===== src/rtl/eew_defines.vh =====
// eew_defines.vh: constants of the byte-wide eeprom write controller
// assumes a 100 MHz clock; included by bare name from the rtl modules
`ifndef EEW_DEFINES_VH
`define EEW_DEFINES_VH

`define EEW_CLK_NS 100'd10
// host timing figures, in their own units
`define EEW_STROBE_NS 300
`define EEW_BYTE_GAP_US 30
`define EEW_LOAD_WINDOW_US 100
`define EEW_WRITE_MS 10
`define EEW_GLITCH_NS 20
// cycle counts: strobe and glitch are least times (round up), byte gap a longest time (round down)
`define EEW_STROBE_CYC ((`EEW_STROBE_NS + 9) / 10)
`define EEW_GAP_CYC ((`EEW_BYTE_GAP_US * 1000) / 10 - 10)
`define EEW_WINDOW_CYC ((`EEW_LOAD_WINDOW_US * 1000) / 10)
`define EEW_WRITE_CYC ((`EEW_WRITE_MS * 1000000) / 10)
`define EEW_GLITCH_CYC ((`EEW_GLITCH_NS + 9) / 10 + 1)
`define EEW_PAGE_BYTES 128
`define EEW_PAGE_LSB 7
`define EEW_POLL_BIT 7
`define EEW_TOGGLE_BIT 6
// command sequence defaults (arbitrary, configurable)
`define EEW_CMD_A1 17'h0_5555
`define EEW_CMD_A2 17'h0_2AAA
`define EEW_CMD_D1 8'hAA
`define EEW_CMD_D2 8'h55
`define EEW_LOCK_D3 8'hA0
`define EEW_UNLOCK_D3 8'h80
`define EEW_UNLOCK_D6 8'h20

`endif


===== src/rtl/eew_host.v =====
// eew_host.v: host controller that writes pages to a byte-wide eeprom and waits out the write
// assumes all pins synchronous to clock; the pins need a pull-up on ready_busy_n outside
//
// Contract
// - host starts next load within 30 us
// - poll reads keep one fixed address
// - host holds inhibit high during operations
// - inhibit held high 10 ms after data
// - host avoids stray control pulses
// - locked writes need three-byte prefix
// - host reset drives write inhibit
`timescale 1ns/1ps
`include "eew_defines.vh"
module eew_host #(
    parameter WRITE_CYC = `EEW_WRITE_CYC,
    parameter WINDOW_CYC = `EEW_WINDOW_CYC,
    parameter [16:0] CMD_A1 = `EEW_CMD_A1,
    parameter [16:0] CMD_A2 = `EEW_CMD_A2,
    parameter [7:0] CMD_D1 = `EEW_CMD_D1,
    parameter [7:0] CMD_D2 = `EEW_CMD_D2,
    parameter [7:0] LOCK_D3 = `EEW_LOCK_D3,
    parameter [7:0] UNLOCK_D3 = `EEW_UNLOCK_D3,
    parameter [7:0] UNLOCK_D6 = `EEW_UNLOCK_D6
) (
    input wire clock,
    input wire reset_n,
    input wire inhibit_req,
    input wire soft_write_lock,
    input wire cmd_valid,
    output wire cmd_ready,
    input wire [1:0] cmd_op,
    input wire [16:0] cmd_addr,
    input wire [7:0] cmd_len,
    output reg [7:0] rd_data,
    output reg cmd_done,
    output reg cmd_error,
    output reg status_busy,
    input wire load_valid,
    output wire load_ready,
    input wire [7:0] load_data,
    output wire [16:0] mem_addr,
    output wire [7:0] dq_out,
    output wire dq_oe,
    input wire [7:0] dq_in,
    output wire chip_sel_n,
    output wire out_en_n,
    output wire write_n,
    output reg write_inhibit_n,
    input wire ready_busy_n
);
    // operations
    localparam OP_READ = 2'd0;
    localparam OP_PAGE = 2'd1;
    localparam OP_LOCK = 2'd2;
    localparam OP_UNLOCK = 2'd3;
    // states
    localparam S_IDLE = 3'd0;
    localparam S_CMD = 3'd1;
    localparam S_LOAD = 3'd2;
    localparam S_WAIT = 3'd3;
    localparam S_POLL = 3'd4;
    localparam S_READ = 3'd5;
    localparam S_DONE = 3'd6;

    reg [2:0] state_reg;
    reg [1:0] op_reg;
    reg [2:0] step_reg;
    reg [7:0] left_reg;
    reg [16:0] page_reg;
    reg [6:0] col_reg;
    reg [7:0] last_reg;
    reg [23:0] tmr_reg;
    reg toggle_prev_reg;
    reg first_poll_reg;
    reg go_reg;
    reg go_read_reg;
    reg [16:0] go_addr_reg;
    reg [7:0] go_data_reg;
    wire st_busy;
    wire st_done;
    wire [7:0] st_rdata;

    // returns the address of step n of a command prefix (lock: 3 steps, unlock: 6)
    function [16:0] seq_addr;
        input [2:0] n;
        begin
            seq_addr = (n == 3'd1 || n == 3'd4) ? CMD_A2 : CMD_A1;
        end
    endfunction

    // returns the data of step n; unlock repeats the first two bytes
    function [7:0] seq_data;
        input [2:0] n;
        input unlock;
        begin
            case (n)
                3'd0, 3'd3: seq_data = CMD_D1;
                3'd1, 3'd4: seq_data = CMD_D2;
                3'd2: seq_data = unlock ? UNLOCK_D3 : LOCK_D3;
                default: seq_data = UNLOCK_D6;
            endcase
        end
    endfunction

    wire unlock_op = (op_reg == OP_UNLOCK);
    wire [2:0] seq_len = unlock_op ? 3'd6 : 3'd3;
    // a prefix is needed for locking, unlocking, or any write while the lock is on
    wire need_prefix = (cmd_op != OP_READ) && (cmd_op != OP_PAGE || soft_write_lock);
    assign cmd_ready = (state_reg == S_IDLE) && write_inhibit_n;
    // a byte is taken only when the strobe unit is free; back-pressure holds the source
    assign load_ready = (state_reg == S_LOAD) && !go_reg && !st_busy && (left_reg != 8'h00);

    eew_strobe u_strobe (
        .clock(clock),
        .reset_n(reset_n),
        .start(go_reg),
        .is_read(go_read_reg),
        .addr(go_addr_reg),
        .wdata(go_data_reg),
        .mem_addr(mem_addr),
        .dq_out(dq_out),
        .dq_oe(dq_oe),
        .dq_in(dq_in),
        .chip_sel_n(chip_sel_n),
        .out_en_n(out_en_n),
        .write_n(write_n),
        .rdata(st_rdata),
        .busy(st_busy),
        .done(st_done)
    );

    // inhibit follows the request but never drops while a write is in flight,
    // nor at the edge that takes a command, or the new cycle would start inhibited
    always @(posedge clock or negedge reset_n) begin
        if (!reset_n)
            write_inhibit_n <= 1'b0;
        else if (state_reg == S_IDLE && !(cmd_valid && cmd_ready))
            write_inhibit_n <= ~inhibit_req;
    end

    // main sequencer: command prefix, page loads, then wait for the internal write
    always @(posedge clock or negedge reset_n) begin
        if (!reset_n) begin
            state_reg <= S_IDLE;
            op_reg <= OP_READ;
            step_reg <= 3'd0;
            left_reg <= 8'h00;
            page_reg <= 17'h0_0000;
            col_reg <= 7'h00;
            last_reg <= 8'h00;
            tmr_reg <= 24'h00_0000;
            toggle_prev_reg <= 1'b1;
            first_poll_reg <= 1'b1;
            go_reg <= 1'b0;
            go_read_reg <= 1'b0;
            go_addr_reg <= 17'h0_0000;
            go_data_reg <= 8'h00;
            rd_data <= 8'h00;
            cmd_done <= 1'b0;
            cmd_error <= 1'b0;
            status_busy <= 1'b0;
        end else begin
            go_reg <= 1'b0;
            cmd_done <= 1'b0;
            tmr_reg <= tmr_reg + 24'h00_0001;
            case (state_reg)
                S_IDLE: begin
                    if (cmd_valid && cmd_ready) begin
                        op_reg <= cmd_op;
                        cmd_error <= 1'b0;
                        step_reg <= 3'd0;
                        page_reg <= {cmd_addr[16:`EEW_PAGE_LSB], 7'h00};
                        col_reg <= cmd_addr[6:0];
                        // length clipped to the page: 1 to 128 bytes
                        left_reg <= (cmd_len == 8'h00) ? 8'h01 :
                            (cmd_len > `EEW_PAGE_BYTES) ? 8'd128 : cmd_len;
                        if (cmd_op == OP_READ) begin
                            go_reg <= 1'b1;
                            go_read_reg <= 1'b1;
                            go_addr_reg <= cmd_addr;
                            state_reg <= S_READ;
                        end else if (need_prefix) begin
                            state_reg <= S_CMD;
                        end else begin
                            state_reg <= S_LOAD;
                        end
                    end
                end
                S_CMD: begin
                    if (!go_reg && !st_busy) begin
                        if (step_reg == seq_len) begin
                            // unlock data is never kept, so the cycle ends after the code
                            state_reg <= unlock_op ? S_WAIT : S_LOAD;
                            tmr_reg <= 24'h00_0000;
                            first_poll_reg <= 1'b1;
                        end else begin
                            go_reg <= 1'b1;
                            go_read_reg <= 1'b0;
                            go_addr_reg <= seq_addr(step_reg);
                            go_data_reg <= seq_data(step_reg, unlock_op);
                            step_reg <= step_reg + 3'd1;
                        end
                    end
                end
                S_LOAD: begin
                    if (load_valid && load_ready) begin
                        go_reg <= 1'b1;
                        go_read_reg <= 1'b0;
                        go_addr_reg <= {page_reg[16:7], col_reg};
                        go_data_reg <= load_data;
                        last_reg <= load_data;
                        col_reg <= col_reg + 7'h01;
                        left_reg <= left_reg - 8'h01;
                        tmr_reg <= 24'h00_0000;
                    end else if (!go_reg && !st_busy && left_reg == 8'h00) begin
                        // strobes now stay high: the device starts writing after the window
                        tmr_reg <= 24'h00_0000;
                        first_poll_reg <= 1'b1;
                        state_reg <= S_WAIT;
                    end else if (!go_reg && !st_busy && tmr_reg >= `EEW_GAP_CYC) begin
                        // source too slow: the page closes early with what was loaded
                        left_reg <= 8'h00;
                        cmd_error <= 1'b1;
                    end
                end
                S_WAIT: begin
                    status_busy <= 1'b1;
                    // let the load window lapse, then poll bit 6 at a fixed address
                    if (tmr_reg >= WINDOW_CYC) begin
                        go_reg <= 1'b1;
                        go_read_reg <= 1'b1;
                        go_addr_reg <= page_reg;
                        state_reg <= S_POLL;
                    end
                end
                S_POLL: begin
                    if (st_done) begin
                        toggle_prev_reg <= st_rdata[`EEW_TOGGLE_BIT];
                        first_poll_reg <= 1'b0;
                        // finished when bit 6 stopped toggling and pin released; bit 7 must show true data only if the last byte went to the polled address
                        if (!first_poll_reg && st_rdata[`EEW_TOGGLE_BIT] == toggle_prev_reg && ready_busy_n &&
                            (unlock_op || st_rdata[`EEW_POLL_BIT] == last_reg[`EEW_POLL_BIT] ||
                             (page_reg[6:0] != col_reg - 7'h01))) begin
                            state_reg <= S_DONE;
                        end else if (tmr_reg >= WRITE_CYC + WINDOW_CYC) begin
                            // write time exceeded; inhibit was held high throughout
                            cmd_error <= 1'b1;
                            state_reg <= S_DONE;
                        end else begin
                            go_reg <= 1'b1;
                            go_read_reg <= 1'b1;
                        end
                    end
                end
                S_READ: begin
                    if (st_done) begin
                        rd_data <= st_rdata;
                        state_reg <= S_DONE;
                    end
                end
                S_DONE: begin
                    status_busy <= 1'b0;
                    cmd_done <= 1'b1;
                    state_reg <= S_IDLE;
                end
                default: state_reg <= S_IDLE;
            endcase
        end
    end
endmodule // eew_host


===== src/rtl/eew_strobe.v =====
// eew_strobe.v: one bus cycle on the eeprom pins (write or read)
// assumes inputs synchronous to clock; write_inhibit_n handled by the caller
`timescale 1ns/1ps
`include "eew_defines.vh"
module eew_strobe (
    input wire clock,
    input wire reset_n,
    input wire start,
    input wire is_read,
    input wire [16:0] addr,
    input wire [7:0] wdata,
    output reg [16:0] mem_addr,
    output reg [7:0] dq_out,
    output reg dq_oe,
    input wire [7:0] dq_in,
    output reg chip_sel_n,
    output reg out_en_n,
    output reg write_n,
    output reg [7:0] rdata,
    output wire busy,
    output reg done
);
    localparam S_IDLE = 2'd0;
    localparam S_LOW = 2'd1;
    localparam S_HIGH = 2'd2;
    reg [1:0] state_reg;
    reg [7:0] cnt_reg;
    reg rd_reg;
    assign busy = (state_reg != S_IDLE);
    // strobe low for the whole pulse, then a recovery gap so pulses never look like glitches
    always @(posedge clock or negedge reset_n) begin
        if (!reset_n) begin
            state_reg <= S_IDLE;
            cnt_reg <= 8'h00;
            rd_reg <= 1'b0;
            mem_addr <= 17'h0_0000;
            dq_out <= 8'h00;
            dq_oe <= 1'b0;
            chip_sel_n <= 1'b1;
            out_en_n <= 1'b1;
            write_n <= 1'b1;
            rdata <= 8'h00;
            done <= 1'b0;
        end else begin
            done <= 1'b0;
            case (state_reg)
                S_IDLE: begin
                    if (start) begin
                        // address driven on the same edge that lowers the strobes: latched on the later falling edge
                        mem_addr <= addr;
                        dq_out <= wdata;
                        dq_oe <= ~is_read;
                        rd_reg <= is_read;
                        chip_sel_n <= 1'b0;
                        out_en_n <= ~is_read;
                        write_n <= is_read;
                        cnt_reg <= 8'h00;
                        state_reg <= S_LOW;
                    end
                end
                S_LOW: begin
                    cnt_reg <= cnt_reg + 8'h01;
                    // pulse well above the noise filter width
                    if (cnt_reg == `EEW_STROBE_CYC - 1) begin
                        if (rd_reg)
                            rdata <= dq_in;
                        chip_sel_n <= 1'b1;
                        out_en_n <= 1'b1;
                        write_n <= 1'b1;
                        cnt_reg <= 8'h00;
                        state_reg <= S_HIGH;
                    end
                end
                S_HIGH: begin
                    cnt_reg <= cnt_reg + 8'h01;
                    // data held past the rising edge, then the bus is released
                    if (cnt_reg == `EEW_GLITCH_CYC) begin
                        dq_oe <= 1'b0;
                        done <= 1'b1;
                        state_reg <= S_IDLE;
                    end
                end
                default: state_reg <= S_IDLE;
            endcase
        end
    end
endmodule // eew_strobe

===== config.mk =====
export PLATFORM = sky130hd
export DESIGN_NAME = eew_host
export DESIGN_NICKNAME = d
export VERILOG_FILES = /design/src/rtl/eew_host.v /design/src/rtl/eew_strobe.v
export VERILOG_INCLUDE_DIRS = /design/src /design/src/rtl
export SDC_FILE = /design/constraint.sdc
export NUM_CORES = 1
export LEC_CHECK = 0
export BUFFER_PORTS_ARGS = -buffer_cell sky130_fd_sc_hd__buf_2
export CAP_MARGIN = 20
export CORE_ASPECT_RATIO = 2
export CORE_MARGIN = 8
export CORE_UTILIZATION = 60
export CTS_BUF_LIST = sky130_fd_sc_hd__clkbuf_8
export DETAILED_ROUTE_END_ITERATION = 7
export PLACE_DENSITY_LB_ADDON = 0.1
export SETUP_SLACK_MARGIN = 0.5
export SYNTH_ARGS = -nofsm -noshare
export SYNTH_HDL_FRONTEND = slang
export SYNTH_SLANG_ARGS = --single-unit

===== constraint.sdc =====
create_clock -name clock -period 2.7 [get_ports clock]
set_input_delay 0.54 -clock clock [delete_from_list [all_inputs] [get_ports clock]]
set_output_delay 0.54 -clock clock [all_outputs]
set_load 0.01 [all_outputs]

Word level (Yosys, flattened, before mapping)
Cells that the tools add are included.

Bitwise gates (word level): 2. Multipliers: 0. Reduce and logical (&&, ||, !) cells: 64. Multiplexer cells: 102. Shift operators: 0. Order comparisons: 4. Equal/unequal tests: 41. $add $sub $neg: 6. Divide/modulo/power cells: 0.

Operators by type and width (number): $mux 17 (6); $mux 24 (4); $mux 8 (11); $pmux 17 s4 (1); $pmux 24 s2 (1); $pmux 8 s3 (2); $mux 3 (15); $mux 1 (39); $pmux 8 s2 (2); $add 24x1->24 const B (1); $ge 24x12->1 const B (1); $ge 24x14->1 const B (1); $ge 24x20->1 const B (1); $ne 2x1->1 const B (10); $ne 2x2->1 const B (10); $pmux 3 s6 (1); $logic_not 8->1 (2); $reduce_bool 2->1 (8); $mux 15 (1); $reduce_and 3->1 (5); $logic_and 1x1->1 (14); $mux 7 (2); $pmux 7 s2 (1); $eq 3x2->1 const B (4); 41 further kinds (76).

Register bits after elaboration: 155. RAM bits: 0. ROM bits: 0. Input port bits: 50. Bits in latches: 0. Logic and storage cells: 249. Memories kept: 0.

Longest topological paths before layout
Gate-level depths: netlist (run 1).

Word-level depth: 8. Mapped depth: 11. Depth with buffers taken out: 8.

By module
Synthesis (run 1) repeated with hierarchy kept, for this count alone.

Cell total of the unflattened synthesis: 736. Area total of the unflattened synthesis: 7502.2 um^2.

By module, submodules not included: eew_host (seq. area each 2479.9 um^2, times used 1, cells each 579, area an instance 5365.1 um^2); eew_strobe (seq. area each 1229.9 um^2, times used 1, cells each 157, area an instance 2137.0 um^2).

Least setup slack after synthesis (run 1)
No wires, ideal clock.

Path kind: reg2reg. From: register left_reg[0]. To: register go_addr_reg[0]. Slack: 375 ps. Setup time: 125 ps. Data arrival time: 2200 ps. Clock period less this slack: 2325 ps. Stages on the path, launching flop included: 9. Path buffers: 1. Required time: 2575 ps. Cell sequence: dfrtp_1 inv_1 ha_1 or3b_4 nor3_4 nor2_2 nor4_4 buf_6 mux2_2.

Word-level cells in the longest chain between the ends: 5.

RTL lines: start, declared (RTL line eew_host.v:68) `reg [7:0] left_reg;`; start signal, assigned (RTL line eew_host.v:175) `left_reg <= (cmd_len == 8'h00) ? 8'h01 :`; start signal, assigned (RTL line eew_host.v:213) `left_reg <= left_reg - 8'h01;`; $reduce_bool 8->1 (RTL line eew_host.v:111) `assign load_ready = (state_reg == S_LOAD) && !go_reg && !st_busy && (left_reg != 8'h00);`; $logic_and 1x1->1 (RTL line eew_host.v:111); $logic_and 1x1->1 (RTL line eew_host.v:206) `if (load_valid && load_ready) begin`; $ne 2x1->1 (no line); $reduce_and 7->1 (no line); end signal, assigned (RTL line eew_host.v:199) `go_addr_reg <= seq_addr(step_reg);`; end signal, assigned (RTL line eew_host.v:209) `go_addr_reg <= {page_reg[16:7], col_reg};`; end signal, assigned (RTL line eew_host.v:232) `go_addr_reg <= page_reg;`; end, declared (RTL line eew_host.v:77) `reg [16:0] go_addr_reg;`.

Every way passes these cells. A chain may end at the register's enable or synchronous reset.

Final worst setup path (run 1)
From: register left_reg[1]. To: register left_reg[6].

Word-level cells in the longest chain between the ends: 5. Elaborated cells between the ends (all ways): 11. Those cells by class: 1 x add/sub; 2 x eq/ne; 2 x mux; 6 x reduce/logical.

RTL lines: parallel branches: the longest is 5 deep, another holds $sub 8x1->8.

Parallel ways; which one is timed is not known.

==> run summary, run 1 <==
TritonCTS created 17 clock buffers. STA puts the critical path data arrival time at 2.82 ns. The flow ran to the end, and the final reports show no timing, DRC or antenna violations. In this design, the stage delay of the slowest critical-path cell is 0.40 ns. After detailed routing, the average wire length per cell comes to 18.1 um.

The final hold slack is 0.116 ns. The count of nets left with antenna violations once routing finished came out at 0. The logs give 4 for the total number of H-tree levels and 0.000501 V for the worst IR drop on VDD.

CTS placed an instance of sky130_fd_sc_hd__clkbuf_8 at the clock tree root. Setup violations remaining at the end of the flow were counted as 0. After detailed routing, the number of remaining DRC violations is 0. Summed over all layers, the routed wires come to 19500 um. The first global-routing pass estimated 31100 um of wire.

In this run the static leakage power is 4.60 nW. In this run, synthesis inferred 0 flip-flops with an integrated enable. The count of endpoints failing hold in the final timing report is 0. Row generation in the floorplan step produced 58 rows. The wire-length estimate of the detail-placed layout is 12500 um.

The initial detailed-routing violation count is 363. Among all flip-flop cells after synthesis, the most frequent one is sky130_fd_sc_hd__dfrtp_1. The later pin in the worst-skew pair is clocked with a latency of 0.45 ns.

The min-delay analysis places its worst path in the category in -> async. The synthesized cell area was 7500 um^2; the initial core utilization was 60.4%. After global routing the overflow that remains totals 0. The first detailed-routing pass ran for 5 iterations. TritonCTS built the clock tree.

At the worst endpoint, the required time is 3.01 ns. Leaving out filler cells and counting taps, the final layout contains 1075. The number of sinks driven by the clock tree came out at 148. The post-synthesis sequential element count was 148; the net count of the mapped netlist was 829. After clock tree synthesis, the clock-pin slew on the worst setup and hold paths is 0.10 ns. The number of placed instances, taps included was 992; the post-detailed-route via-to-cell ratio was 5.99. The floorplan step defined a core boundary enclosing 12400 um^2. The logs give 824 for the filler cell count in the final layout and 0 for the number of slew-limit violations in the final report. The library cells used most frequently in the layout, excluding fill and tap cells, are sky130_fd_sc_hd__dfrtp_1, sky130_fd_sc_hd__nand2_1, sky130_fd_sc_hd__buf_2. The logs give 0 for the number of antenna violations at the first check in global routing and 2 for the number of buffers on the longest clock path.

In the finished design, the share of the clock period the worst path needs comes to 92.8%. Summing all non-filler instances in the final layout gives an area of 9390 um^2. Along the worst path, the maximum fanout reaches 5.

The commonest non-fill, non-tap cell in the layout was sky130_fd_sc_hd__dfrtp_1. The worst setup path is of the reg -> reg kind. The most numerous cell type found on the critical path is sky130_fd_sc_hd__buf_6.

The worst setup path is captured at a flip-flop. Adding up every negative setup slack in the final design gives 0 ns. From synthesis to final layout, the design area changed by 25.3%. The cell area reported after detailed placement came out at 8220 um^2. The setup slack after placement was 0.280 ns; the critical path buffer and inverter count was 6. For this run, the top clock speed supported by timing is 0.399 GHz.

Cell type of the slowest stage on the worst timing path: sky130_fd_sc_hd__dfrtp_1. On the critical path the largest part of the delay comes from buffers and inverters. The final net count was 979; the transition time at the pin with the least slew margin was 0.719 ns.

Setup slack on the critical path of the routed design comes to 0.194 ns. 93 I/O pins were placed. For this design the ratio of total power to cell area is 447 nW/um^2. The floorplan step defined a die boundary enclosing 16500 um^2.

The register with the most flip-flops in the layout has 24 of them. The async set or reset register ratio after synthesis was 100%; the maximum number of pins on one net before global-route repair was 79. Shortest period the worst path allows: 2.51 ns. The number of warnings issued by yosys is 0, and the share of final-layout standard cells stronger than drive strength 1 is 34.3%.

For this run, the total global-route usage over all layers was measured as 23.5%. Setup repair after global routing could not meet its margin everywhere. After synthesis, the mean cell area works out to 9.85 um^2. The tool flagged a number of max-cap violations equal to 0. The number of global-route vias before repair was 6413; the global placement routability congestion was 0.888. The number of hold buffers added after cts was 0.

The total vias in the final route is 6436. Measured along the x axis, the die boundary spans 95.0 um. Across the routed clock network, the largest skew measured is 0.0175 ns.

Headroom to the max-slew limit came out at 52.1%. The tools report the launching element type of the critical path as a flip-flop. The y dimension of the die was 174 um.

Buffers placed on the I/O ports in this run total 92. After synthesis, the netlist uses 68 different library cells. Synthesis handed over a netlist of 761 instances. For this run, the register share of the synthesized area comes to 49.5%.

Walking the worst path, the cells encountered are inv_2 > ha_4 > or3b_4 > nor3_4 > buf_6 > buf_4 > buf_6 > o21a_1 > o41a_1 > buf_4 > buf_6 > o21ai_1.
## cells by family (layout without fill, tap and decap cells)
kind of cell / after synthesis / after routing / share of synthesized area, %
and+or+nand+nor: 280 / 280 / 18.2
AOI/OAI and AO/OA: 175 / 175 / 14.9
DFF: 148 / 148 / 49.5
buffers and inverters: 62 / 225 / 3.54
muxes: 54 / 54 / 8.08
xor gates and xnor gates: 24 / 24 / 2.80
adders and majority gates: 18 / 18 / 3.00
other: 0 / 1 / 0
## cells in the mapped netlist, types with 8 or more instances
| library cell | number | area [um^2] |
|---|---|---|
| sky130_fd_sc_hd__o21ai_0 | 64 | 320 |
| sky130_fd_sc_hd__inv_1 | 24 | 90.1 |
| sky130_fd_sc_hd__ha_1 | 18 | 225 |
| sky130_fd_sc_hd__xor2_1 | 10 | 87.6 |
| sky130_fd_sc_hd__nand3_1 | 24 | 120 |
| sky130_fd_sc_hd__nor2_1 | 63 | 236 |
| sky130_fd_sc_hd__clkbuf_1 | 22 | 82.6 |
| sky130_fd_sc_hd__dfrtp_1 | 143 | 3580 |
| sky130_fd_sc_hd__xnor2_1 | 14 | 123 |
| sky130_fd_sc_hd__nor3_1 | 19 | 95.1 |
| sky130_fd_sc_hd__o22ai_1 | 8 | 50.1 |
| sky130_fd_sc_hd__mux2_2 | 52 | 586 |
| sky130_fd_sc_hd__nand2_1 | 96 | 360 |
| sky130_fd_sc_hd__a221oi_1 | 8 | 70.1 |
| sky130_fd_sc_hd__nand2b_1 | 27 | 169 |
| sky130_fd_sc_hd__a21oi_1 | 40 | 200 |
| sky130_fd_sc_hd__and3_1 | 11 | 68.8 |
## worst paths after layout
path	startpoint	endpoint	depth (start not counted)	slack [ns]
setup / recovery	left_reg[1]$_DFFE_PN0P_	left_reg[6]$_DFFE_PN0P_	12	0.19
hold / removal	reset_n	tmr_reg[19]$_DFF_PN0_	1	0.12
hold reg to reg	page_reg[16]$_DFFE_PN0P_	page_reg[16]$_DFFE_PN0P_	2	0.48
max in group asynchronous	reset_n	toggle_prev_reg$_DFFE_PN1P_	2	1.88
setup reg to reg	left_reg[1]$_DFFE_PN0P_	left_reg[6]$_DFFE_PN0P_	12	0.19
min in group clock	inhibit_req	write_inhibit_n$_DFFE_PN0P_	2	0.30
## timing repair
action                                  4_1_cts  5_1_grt
gates cloned                                  5        1
resized for setup                            47       46
endpoints found under the setup margin       71       86
pin swaps                                    16       15
buffers inserted                             24       20
## metal layers
| metal | track usage, % | vias to the layer above | share of wire [%] |
|---|---|---|---|
| li1 | - | 2991 | - |
| met1 | 29.7 | 3125 | 41 |
| met2 | 37.2 | 266 | 49 |
| met3 | 4.97 | 54 | 6.7 |
| met4 | 10.7 | 0 | 3.5 |
| met5 | 0 | - | 0 |
## report_power, final
group	internal, W	switching, W
registers	0.00222	0.00000634
clock network	0.000883	0.000892
logic	0.0000841	0.000112
total	0.00319	0.00101
## through the flow
step	utilization (%)	power, W
floorplan	-	0.00232
global placement	66.2	0.00243
detailed placement	66.2	0.00244
CTS	73.0	0.00422
global route	75.7	0.00434
finish	75.7	0.00420
## layout make-up
class	count	area (um^2)	share of cell area (%)
sequential	148	3710	39.5
multi-input combinational	551	3770	40.1
clock buffer	19	262	2.78
timing repair buffer	168	1220	13.0
clock inverter	13	148	1.57
inverter	25	93.8	0.999
tap	150	188	2.00
antenna	1	2.50	0.0266
## worst register-to-register path, stage by stage, from the launching register on
cell	delay, ns
sky130_fd_sc_hd__dfrtp_1	0.40
sky130_fd_sc_hd__inv_2	0.09
sky130_fd_sc_hd__ha_4	0.12
sky130_fd_sc_hd__or3b_4	0.39
sky130_fd_sc_hd__nor3_4	0.17
sky130_fd_sc_hd__buf_6	0.14
sky130_fd_sc_hd__buf_4	0.10
sky130_fd_sc_hd__buf_6	0.10
sky130_fd_sc_hd__o21a_1	0.15
sky130_fd_sc_hd__o41a_1	0.34
sky130_fd_sc_hd__buf_4	0.17
sky130_fd_sc_hd__buf_6	0.12
sky130_fd_sc_hd__o21ai_1	0.08
Note: power is estimated with default switching activity, not from simulation.
==> run 2, diff against run 1 <==
Settings changed: BUFFER_PORTS_ARGS -buffer_cell sky130_fd_sc_hd__buf_2 to not set, CORE_UTILIZATION 60 to 65, DONT_BUFFER_PORTS set to 1.
==> run summary, run 2 (synthesis results as in run 1) <==
The flow ran to the end, but the final reports show violations. The checks that failed: negative hold slack. Count of endpoints failing hold in the final timing report: 146.

The critical path goes through buf_4 > inv_2 > nand2b_2 > nor3_2 > buf_4. The clock net in this run drives a total of 148 sinks. The run gives 48.5% as the relative slew slack. The register with the most flip-flops in the layout has 24 of them. The number of nets with antenna violations after routing was 0. The y dimension of the die came out at 168 um. The final route contains 6068 vias.

For the worst setup path, the data required time is 2.16 ns. Buffers inserted during clock tree synthesis total 17. Kind of critical path: reg -> out. The run gives 11300 um^2 as the standard cell core area.

The final period utilization is 88.0%. In this run the power density over the cells is 483 nW/um^2. STA classifies the critical path startpoint as a flip-flop.

The floorplan step defined a die boundary enclosing 15400 um^2. In this run the tool buffered the top-level ports with 0 buffer cells. For the number of antenna violations at the first check in global routing, the log shows 1. On the worst path, the slowest cell contributes a delay of 0.44 ns. TritonCTS built the clock tree.

For this design the top-level I/O count stands at 93. The leakage power total is 3.99 nW, and the maximum number of pins on one net before global-route repair is 149. After floorplanning, the core was divided into 55 placement rows. The tools report the aggregate global routing overflow as 0. The setup slack after placement came out at 0.187 ns.

In the final routed layout, each cell accounts on average for 20.0 um. The smallest setup slack after layout is 0.324 ns, and the max-capacitance violation count is 0. For this run, design rule violations remaining after detail routing come to 0.

The setup violation total in the final timing report is 0. In the layout the commonest cells are sky130_fd_sc_hd__dfrtp_1, sky130_fd_sc_hd__nand2_1, sky130_fd_sc_hd__nor2_1. The clock-pin transition on the worst setup and hold timing paths is 0.08 ns. Transition time at the pin with the least slew margin: 0.766 ns. The number of slew-limit violations in the final report is 0. Wires add up to 19100 um. The floorplan die width is 91.9 um. For this run, the top clock speed supported by timing is 0.421 GHz. Counting the fill cells in the layout gives 759. The clock passes through at most 2 buffers.

Using the TritonRoute via totals, the vias-per-cell ratio works out to 6.37. Area growth from synthesis to layout: 13.7%. The arrival time of the worst setup path is 1.84 ns. STA classifies the critical path endpoint as a primary output. The commonest non-fill, non-tap cell in the layout is sky130_fd_sc_hd__dfrtp_1. The tools report the HPWL after detailed placement as 13400 um.

In this run the worst hold path is classified as in -> async. The worst-skew pair later-pin latency was 0.45 ns. The root buffer cell chosen for the clock tree is sky130_fd_sc_hd__clkbuf_8. Among all stages on the critical path, the largest delay is contributed by sky130_fd_sc_hd__dfrtp_1. Along the worst path, the maximum fanout reaches 16. Setup repair after global routing could not meet its margin everywhere. The run gives 24.2% as the total routing usage reported by global routing. Cells with a size suffix above 1 make up 23.6% of the layout. The number of global-route vias before repair was 6009; the shortest period the worst path allows was 2.38 ns. The run gives -0.221 ns as the final hold slack.

Routability-driven placement finished with a final weighted congestion of 0.900. Across the VDD grid, the largest voltage drop is 0.000419 V. The wire length of the first global-routing pass was 29800 um; the worst clock skew was 0.00856 ns. Initial detailed-routing violation count: 478. The logs give 0 ns for the total negative slack for setup checks and 4 for the total number of H-tree levels. The logs give 865 for the final net count and 5 for the number of iterations in the first detailed-routing pass. For this configuration, the core starts out at a cell density of 66.4%.

In this design, the critical path's most frequently occurring cell is sky130_fd_sc_hd__buf_4.
==> run 2: layout make-up <==
| type | count | area, um^2 | share of cell area [%] |
|---|---|---|---|
| Inverter | 25 | 93.8 | 1.10 |
| Multi-Input combinational cell | 551 | 3690 | 43.2 |
| Antenna cell | 1 | 2.50 | 0.0294 |
| Clock inverter | 15 | 181 | 2.13 |
| Timing Repair Buffer | 54 | 434 | 5.09 |
| Clock buffer | 17 | 234 | 2.75 |
| Tap cell | 142 | 178 | 2.08 |
| Sequential cell | 148 | 3710 | 43.6 |
==> run 2: worst max-delay path: cells and delay by family (launching register included) <==
kind,cells,cell delay (ns)
buf+inv,3,0.56
flops,1,0.44
simple gates,2,0.38
==> run 2: path summary, 6_finish.rpt <==
kind / from / to / slack (ns) / depth (start not counted)
setup / recovery: state_reg[2]$_DFFE_PN0P_ / load_ready / 0.32 / 5
hold / removal: reset_n / u_strobe.dq_out[2]$_DFFE_PN0P_ / -0.22 / 0
setup reg to reg: left_reg[1]$_DFFE_PN0P_ / left_reg[0]$_DFFE_PN0P_ / 0.39 / 9
hold reg to reg: go_data_reg[1]$_DFFE_PN0P_ / go_data_reg[1]$_DFFE_PN0P_ / 0.48 / 2
max in group asynchronous: reset_n / first_poll_reg$_DFFE_PN1P_ / 2.62 / 0
min in group clock: inhibit_req / write_inhibit_n$_DFFE_PN0P_ / 0.19 / 1
==> run 2: metal layers <==
metal / share of wire, % / vias to the layer above / global-route usage [%]
met5: 0 / - / 0
met4: 5.3 / 0 / 15.7
met3: 5.3 / 69 / 5.08
met2: 55 / 242 / 44.1
met1: 34 / 2977 / 23.9
li1: - / 2780 / -
==> run 2: metrics by stage <==
stage | instances | instance area [um^2] | power (W) | hold slack (ns) | util [%]
after floorplan | 761 | 7500 | 0.00232 | 0.244 | -
after global placement | 889 | 7680 | 0.00233 | 0.248 | 68.1
after detailed placement | 889 | 7680 | 0.00233 | 0.248 | 68.1
after CTS | 942 | 8330 | 0.00413 | -0.246 | 73.8
after global routing | 953 | 8520 | 0.00422 | -0.245 | 75.5
final | 953 | 8520 | 0.00411 | -0.221 | 75.5
==> run 2: what timing repair did <==
action                     CTS  global route
pin swaps                   11            13
gates cloned                 2             0
setup endpoints to repair   73            72
setup buffers               19            10
hold endpoints to repair   148           148
gates resized for setup     28            32
==> run 2: power breakdown <==
part | switching (W) | internal (W) | leakage [nW]
combinational | 0.0000346 | 0.0000387 | 1.77
clock | 0.000887 | 0.000925 | 0.212
sequential | 0.00000739 | 0.00222 | 2.00
